**src/cem_regs.svh**
```systemverilog
// register offsets, field layout, reset values and widths of the converter event mask block
`ifndef CEM_REGS_SVH
`define CEM_REGS_SVH

`define CEM_ADDR_W 8
`define CEM_DATA_W 8
`define CEM_NUM_CONV 4
`define CEM_NUM_EV 8

`define CEM_OFS_MASK01 8'h1f
`define CEM_OFS_MASK23 8'h20

// bit positions, identical in both mask registers
`define CEM_BIT_HI_GOOD 6
`define CEM_BIT_HI_OC 4
`define CEM_BIT_LO_GOOD 2
`define CEM_BIT_LO_OC 0

// bits 7 and 3 are reserved but store; bits 5 and 1 read as zero
`define CEM_MASK_WRITABLE 8'hdd
`define CEM_MASK_RESET 8'h44

`endif

```
**src/cem_pkg.sv**
```systemverilog
// types of the converter event mask block
`include "cem_regs.svh"

package cem_pkg;

   typedef struct packed {
      logic [`CEM_NUM_CONV-1:0] goodMeta;
      logic [`CEM_NUM_CONV-1:0] limMeta;
      logic [`CEM_NUM_CONV-1:0] goodRaw;
      logic [`CEM_NUM_CONV-1:0] limRaw;
      logic [`CEM_NUM_CONV-1:0] goodPrev;
      logic [`CEM_NUM_CONV-1:0] limPrev;
      logic [`CEM_DATA_W-1:0] mask01;
      logic [`CEM_DATA_W-1:0] mask23;
      logic [`CEM_NUM_EV-1:0] flags;
      logic [`CEM_DATA_W-1:0] rdData;
      logic irqLineN;
   } cem_state_s;

endpackage : cem_pkg

```
**src/cem_event_mask.sv**
```systemverilog
// converter event mask registers, event detection, interrupt flags and host interrupt line
//
// Function
// - mask01 bit 6 blocks converter 1 good
// - mask01 bit 4 blocks converter 1 overcurrent
// - mask01 bit 2 blocks converter 0 good
// - mask01 bit 0 blocks converter 0 overcurrent
// - mask23 bit 6 blocks converter 3 good
// - mask23 bit 4 blocks converter 3 overcurrent
// - mask23 bit 2 blocks converter 2 good
// - mask23 bit 0 blocks converter 2 overcurrent
// - one blocks, zero permits, every mask bit
// - raw status unaffected by any mask
// - raw good reads one below threshold
`timescale 1ns/1ps
`include "cem_regs.svh"

module cem_event_mask (
   input wire logic sys_clk,
   input wire logic sys_rst,
   input wire logic [`CEM_NUM_CONV-1:0] convBelowGood,
   input wire logic [`CEM_NUM_CONV-1:0] convCurLimit,
   input wire logic [`CEM_ADDR_W-1:0] regAddr,
   input wire logic regWrEn,
   input wire logic [`CEM_DATA_W-1:0] regWrData,
   input wire logic regRdEn,
   input wire logic [`CEM_NUM_EV-1:0] flagClear,
   output logic [`CEM_DATA_W-1:0] regRdData,
   output logic [`CEM_NUM_CONV-1:0] convGoodRaw,
   output logic [`CEM_NUM_CONV-1:0] convOvercurrentRaw,
   output logic [`CEM_NUM_EV-1:0] irqFlags,
   output logic hostIrqLineN
);

   cem_pkg::cem_state_s st_q;
   cem_pkg::cem_state_s st_d;
   logic [`CEM_NUM_EV-1:0] events;
   logic [`CEM_NUM_EV-1:0] blocked;

   // gather the four block bits of one register in flag order: lo oc, lo good, hi oc, hi good
   function automatic logic [3:0] block_bits(input logic [`CEM_DATA_W-1:0] m);
      block_bits = {m[`CEM_BIT_HI_GOOD], m[`CEM_BIT_HI_OC], m[`CEM_BIT_LO_GOOD], m[`CEM_BIT_LO_OC]};
   endfunction : block_bits

   // events: any change of the good level, rising edge of current limit
   always_comb begin
      for (int i = 0; i < `CEM_NUM_CONV; i++) begin
         events[2*i] = st_q.limRaw[i] & ~st_q.limPrev[i];
         events[2*i+1] = st_q.goodRaw[i] ^ st_q.goodPrev[i];
      end
      blocked = {block_bits(st_q.mask23), block_bits(st_q.mask01)};
   end

   // next state of the whole block
   always_comb begin
      st_d = st_q;
      // pins are asynchronous, two flops before anything looks at them
      st_d.goodMeta = convBelowGood;
      st_d.limMeta = convCurLimit;
      st_d.goodRaw = st_q.goodMeta;
      st_d.limRaw = st_q.limMeta;
      st_d.goodPrev = st_q.goodRaw;
      st_d.limPrev = st_q.limRaw;
      // reserved bits 5 and 1 never store, so they read back as zero
      if (regWrEn && regAddr == `CEM_OFS_MASK01) begin
         st_d.mask01 = regWrData & `CEM_MASK_WRITABLE;
      end
      if (regWrEn && regAddr == `CEM_OFS_MASK23) begin
         st_d.mask23 = regWrData & `CEM_MASK_WRITABLE;
      end
      // set wins over a clear in the same cycle so no event is lost
      st_d.flags = (st_q.flags & ~flagClear) | (events & ~blocked);
      st_d.irqLineN = ~(|st_d.flags);
      if (regRdEn) begin
         unique case (regAddr)
            `CEM_OFS_MASK01: st_d.rdData = st_q.mask01;
            `CEM_OFS_MASK23: st_d.rdData = st_q.mask23;
            default: st_d.rdData = '0;
         endcase
      end
   end

   // single state register; masks come up with both good interrupts blocked
   always_ff @(posedge sys_clk or posedge sys_rst) begin
      if (sys_rst) begin
         st_q <= '0;
         st_q.mask01 <= `CEM_MASK_RESET;
         st_q.mask23 <= `CEM_MASK_RESET;
         st_q.irqLineN <= 1'b1;
      end else begin
         st_q <= st_d;
      end
   end

   assign regRdData = st_q.rdData;
   assign convGoodRaw = st_q.goodRaw;
   assign convOvercurrentRaw = st_q.limRaw;
   assign irqFlags = st_q.flags;
   assign hostIrqLineN = st_q.irqLineN;

   // stored value of a mask after a write; shared by both write checks
   function automatic logic mask_ok(input logic [7:0] m, input logic [7:0] w);
      mask_ok = (m == (w & `CEM_MASK_WRITABLE));
   endfunction : mask_ok
endmodule : cem_event_mask

```
**config.mk**
```make
export PLATFORM = sky130hd
export DESIGN_NAME = cem_event_mask
export DESIGN_NICKNAME = d
export VERILOG_FILES = /design/src/cem_pkg.sv /design/src/cem_event_mask.sv
export VERILOG_INCLUDE_DIRS = /design/src /design/src/src
export SDC_FILE = /design/constraint.sdc
export NUM_CORES = 1
export LEC_CHECK = 0
export BUFFER_PORTS_ARGS = -buffer_cell sky130_fd_sc_hd__buf_2
export CORE_MARGIN = 1
export CORE_UTILIZATION = 50
export CTS_CLUSTER_SIZE = 16
export DETAILED_ROUTE_END_ITERATION = 10
export PLACE_DENSITY = 0.78
export SLEW_MARGIN = 20
export SYNTH_ARGS = -nofsm -noshare
export SYNTH_HDL_FRONTEND = slang
export SYNTH_SLANG_ARGS = --single-unit
```
**constraint.sdc**
```tcl
create_clock -name sys_clk -period 1.95 [get_ports sys_clk]
set_input_delay 0.0975 -clock sys_clk [delete_from_list [all_inputs] [get_ports sys_clk]]
set_output_delay 0.0975 -clock sys_clk [all_outputs]
set_load 0.05 [all_outputs]
```
* Word level (Yosys, flattened, before mapping) *
Index checks and enable logic that the tools add are counted.

word-level totals
  register bits = 53
  latch bits = 0
  bits in writable memories = 0
  memory bits (read-only) = 0
  bits of input ports = 36
  output and inout bits = 25
  memories kept = 0

cells by class
  add/subtract/negate cells = 0
  $mul = 0
  div/mod/pow operators = 0
  order comparisons = 0
  equal/unequal tests = 2
  shift operators = 0
  multiplexer cells = 1
  bitwise gates (word level) = 18
  reduce and logical (&&, ||, !) cells = 3

operators by type and width
  cell                  count
  $and A8 B8 Y8         2
  $not A8 Y8            2
  $pmux W8 S2           1
  $eq A8 B5 Y1 const B  1
  $eq A8 B6 Y1 const B  1
  $or A8 B8 Y8          1
  $reduce_or A8 Y1      1
  $not A1 Y1            5
  $and A1 B1 Y1         4
  $xor A1 B1 Y1         4
  $logic_and A1 B1 Y1   2

* Depth between registers and ports, before layout *
  word-level depth = 6
  mapped depth = 4
  gate-level depth less buffers = 4

* Least setup slack after synthesis *
OpenSTA, ideal clock, no wires.

  path kind = reg-to-reg
  from = register st_q (netlist bit convGoodRaw[3])
  to = register st_q (netlist bit hostIrqLineN)
  arrival = 1331 ps
  slack = 529 ps
  cell stages (with the launch flop) = 5
  path buffers = 0
  clock period less this slack = 1421 ps
  cells stage by stage = dfrtp_1 xnor2_1 o22ai_1 or4_1 nor4b_2

RTL lines
  element                 line                  text
  from (decl)             cem_event_mask.sv:35  cem_pkg::cem_state_s st_q;
  from (signal assigned)  cem_event_mask.sv:91  st_q <= st_d;

==> results.md <==
Logic synthesis:
- The count of distinct cell types in the synthesized netlist is 22.
- Counting flops with an async set or reset pin after synthesis yields a share of 1.00.
- The Yosys step of the flow raised 0 warnings.
- Counting flops with a built-in enable in the synthesized netlist gives 0.
- The sequential share of the synthesized area is 0.663.
- Synthesis produced 141 cells.
- The synthesized netlist occupies a cell area of 1930 um2.
- The average cell area after synthesis is about 14 um2.
- The flip-flop and latch count after synthesis is 51.
- The most frequently used flop master after synthesis is dfrtp_1.

CTS:
- The number of gates given a new drive strength after cts is 0.
- The total clock sinks is 51.
- The CTS tree is done.
- The total number of H-tree levels is 2.
- The clock insertion delay at the later pin of the skew report is 300 ps.
- The clock buffer count from CTS is 5.
- The tree is rooted in a clkbuf_8.
- The setup fix buffers added after clock tree synthesis is 0.
- The longest clock path from root to sink contains 2 buffers.
- Clock-pin slew was measured on the worst setup and hold paths at ~80 ps.

Critical path:
- The critical path startpoint is convGoodRaw[3].
- The worst setup path is captured at a register.
- The category of the most critical setup path is register to register.
- The critical path required time is approximately 2200 ps.
- The launching point of the worst reg2reg path is convGoodRaw[3].
- The worst setup path is launched from a register.
- STA puts the critical path data arrival time at 1770 ps.
- In this run the worst path has a maximum fanout of 3.

Route:
- In this run, the number of DRC markers left after iteration 0 of detailed routing was 42.
- The remaining design rule violation count is 0.
- The remaining number of nets flagged by the antenna check after routing is 0.
- The first detailed-routing pass took 4 iterations.
- After detailed routing, the number of vias per cell comes to 4.81.
- The detailed-route via count is 1178.
- After detailed routing, the average wire length per cell comes to 14.1 um.
- The wire length after detailed routing is ~3.5 mm.

Layout:
- The number of filler instances in the final layout is 296.
- The synthesis-to-finish area growth is 20.4%.
- The number of nets in the layout is 232.
- The total inserted antenna cells is 0.
- The final core utilization is 0.631.
- Of the cells placed in the final design, the portion with a size suffix greater than 1 is 0.426.

Floorplan:
- The full die area is about 4100 um2.
- The width of the die is around 64 um.
- The core outline area is 3690 um2.
- The vertical die dimension is 64.2 um.
- During I/O placement, the number of pins put on the boundary was 61.
- For this configuration, the core starts out at a cell density of 0.524.
- The number of rows created at floorplan is 22.

Power:
- Dividing total power by cell area gives a power density of around 850 nW/um2.
- VDD sags by at most approximately 0.65 mV.
- For this design the static power due to leakage is ~0.0012 uW.
- The total chip power is 1970 uW.

Flow run:
- The count of max-cap constraint violations is 0.

STA:
- The clock tree skew after final layout is between 1.5 and 2 ps.
- The final hold violation count was 0.
- The total count of max-transition violations in the final report came to 0.
- Across all setup checks in the final design, the least slack found is 399 ps.
- The portion of the clock cycle consumed by the worst path in the final layout is 0.795.
- Setup repair after global routing left no endpoint under its margin.
- Setup violations remaining at the end of the flow were counted as 0.
- The aggregate negative setup slack is 0 ps.
- The timing-limited maximum frequency is 0.645 GHz.
- The final critical path time including I/O delays and setup is approximately 1600 ps.

Place:
- The final weighted congestion of routability-driven global placement is 0.778.
- The count of buffers added on input and output ports is 56.
- Before CTS, the worst setup slack after placement is 406 ps.
- Detailed placement ended at an HPWL of 2.45 mm.

GRT:
- The number of antenna violations at the first check in global routing is 0.
- The global route total overflow is 0.
- The number of global-route vias before repair came to ~1300.
- Across every metal layer, demand over resource in global routing totals 0.192.
- The first-pass GRT wire length is 5.84 mm.
- The largest net degree at the start of global routing is 22.

Worst hold path:
- The startpoint identified for the worst hold timing path is flagClear[0].
- The class of the tightest hold or removal check is primary input to register.

Run status:
- The run finished with clean final reports.
registers in the layout, summed over array words and instances (netlist names):
name and count:
st_d 8, hostIrqLineN 1, convGoodRaw 4, blocked 8, convOvercurrentRaw 4, irqFlags 8, regRdData 6, st_q 12
critical path, stage by stage, from the launching register on:
cell,delay [ps]
dfrtp_1,400
xnor2_1,140
o22ai_1,130
or4_1,570
nor4b_2,230
synthesized netlist by cell type, types with 3 or more instances:
master    n  area, um2
o32ai_1   3       26.3
dfstp_2   5        131
inv_1    12       45.0
buf_4    24        180
xnor2_1   4       35.0
a221o_1   6       60.1
dfrtp_1  46       1150
o22ai_1   4       25.0
nor2_1    6       22.5
nand2_1   3       11.3
mux2_2   12        135
nor2b_1   6       37.5
per-layer routing:
metal,up-vias,track usage,part of all wire,routed length [um]
li1,557,-,-,-
met1,566,0.238,0.42,1470
met2,49,0.315,0.49,1700
met3,6,0.0607,0.065,224
met4,0,0.0750,0.017,59
met5,-,0,0,0
through the flow:
| stage | area [um2] | cells | hold WS, ps |
|---|---|---|---|
| final | 2330 | 245 | 10.6 |
| after global routing | 2330 | 245 | 11.8 |
| after CTS | 2330 | 245 | 8.13 |
| after detailed placement | 2120 | 224 | 94.2 |
| after global placement | 2120 | 224 | 84.6 |
| after floorplan | 1940 | 142 | 129 |
area by class of cell:
cell class,instances,area (um2),share of cell area
Clock inverter,1,5.00,0.00215
Clock buffer,7,76.3,0.0328
Multi-Input combinational cell,54,427,0.183
Sequential cell,51,1280,0.551
Inverter,12,45.0,0.0193
Timing Repair Buffer,72,433,0.186
Tap cell,48,60.1,0.0258
cells by family after synthesis:
| group | share of synthesized area |
|---|---|
| flip-flops | 0.663 |
| other | 0.00194 |
| buffers and inverters | 0.118 |
| multiplexers | 0.0699 |
| AO/OA/AOI/OAI | 0.0602 |
| AND/OR/NAND/NOR | 0.0686 |
| XOR/XNOR | 0.0181 |
timing repair:
item,CTS,global route
hold endpoints to repair,29,0
endpoints found under the setup margin,0,0
hold buffers,13,0
report_power, final:
| part | switching (uW) | total (uW) | internal (uW) |
|---|---|---|---|
| registers | 29.6 | 1140 | 1110 |
| clock network | 310 | 562 | 252 |
| logic | 176 | 266 | 89.9 |
layout by cell type (no fill, tap or decap), drive strengths merged:
| master | count |
|---|---|
| inv | 12 |
| nand3 | 1 |
| o21ai | 1 |
| nor2 | 6 |
| dfstp | 5 |
| clkbuf | 7 |
| and4 | 1 |
| o32ai | 3 |
| a221o | 6 |
| xnor2 | 4 |
| dfrtp | 46 |
| nand2 | 3 |
| or4 | 1 |
| nor4b | 2 |
| nor2b | 6 |
| and4b | 1 |
| mux2 | 12 |
| clkinv | 1 |
| buf | 59 |
| o22ai | 4 |
| nand4 | 1 |
| conb | 2 |
| dlygate4sd3 | 13 |
worst paths after layout:
check / to / slack [ps] / depth (start not counted)
worst max-delay path: hostIrqLineN / 400 / 4
worst min register to register: convOvercurrentRaw[0] / 350 / 0
min in group asynchronous: st_d[42] / 310 / 3
worst max register to register: hostIrqLineN / 400 / 4
max in group asynchronous: blocked[3] / 990 / 4
worst min-delay path: irqFlags[0] / 10 / 2
(Power assumes the default switching activity.)
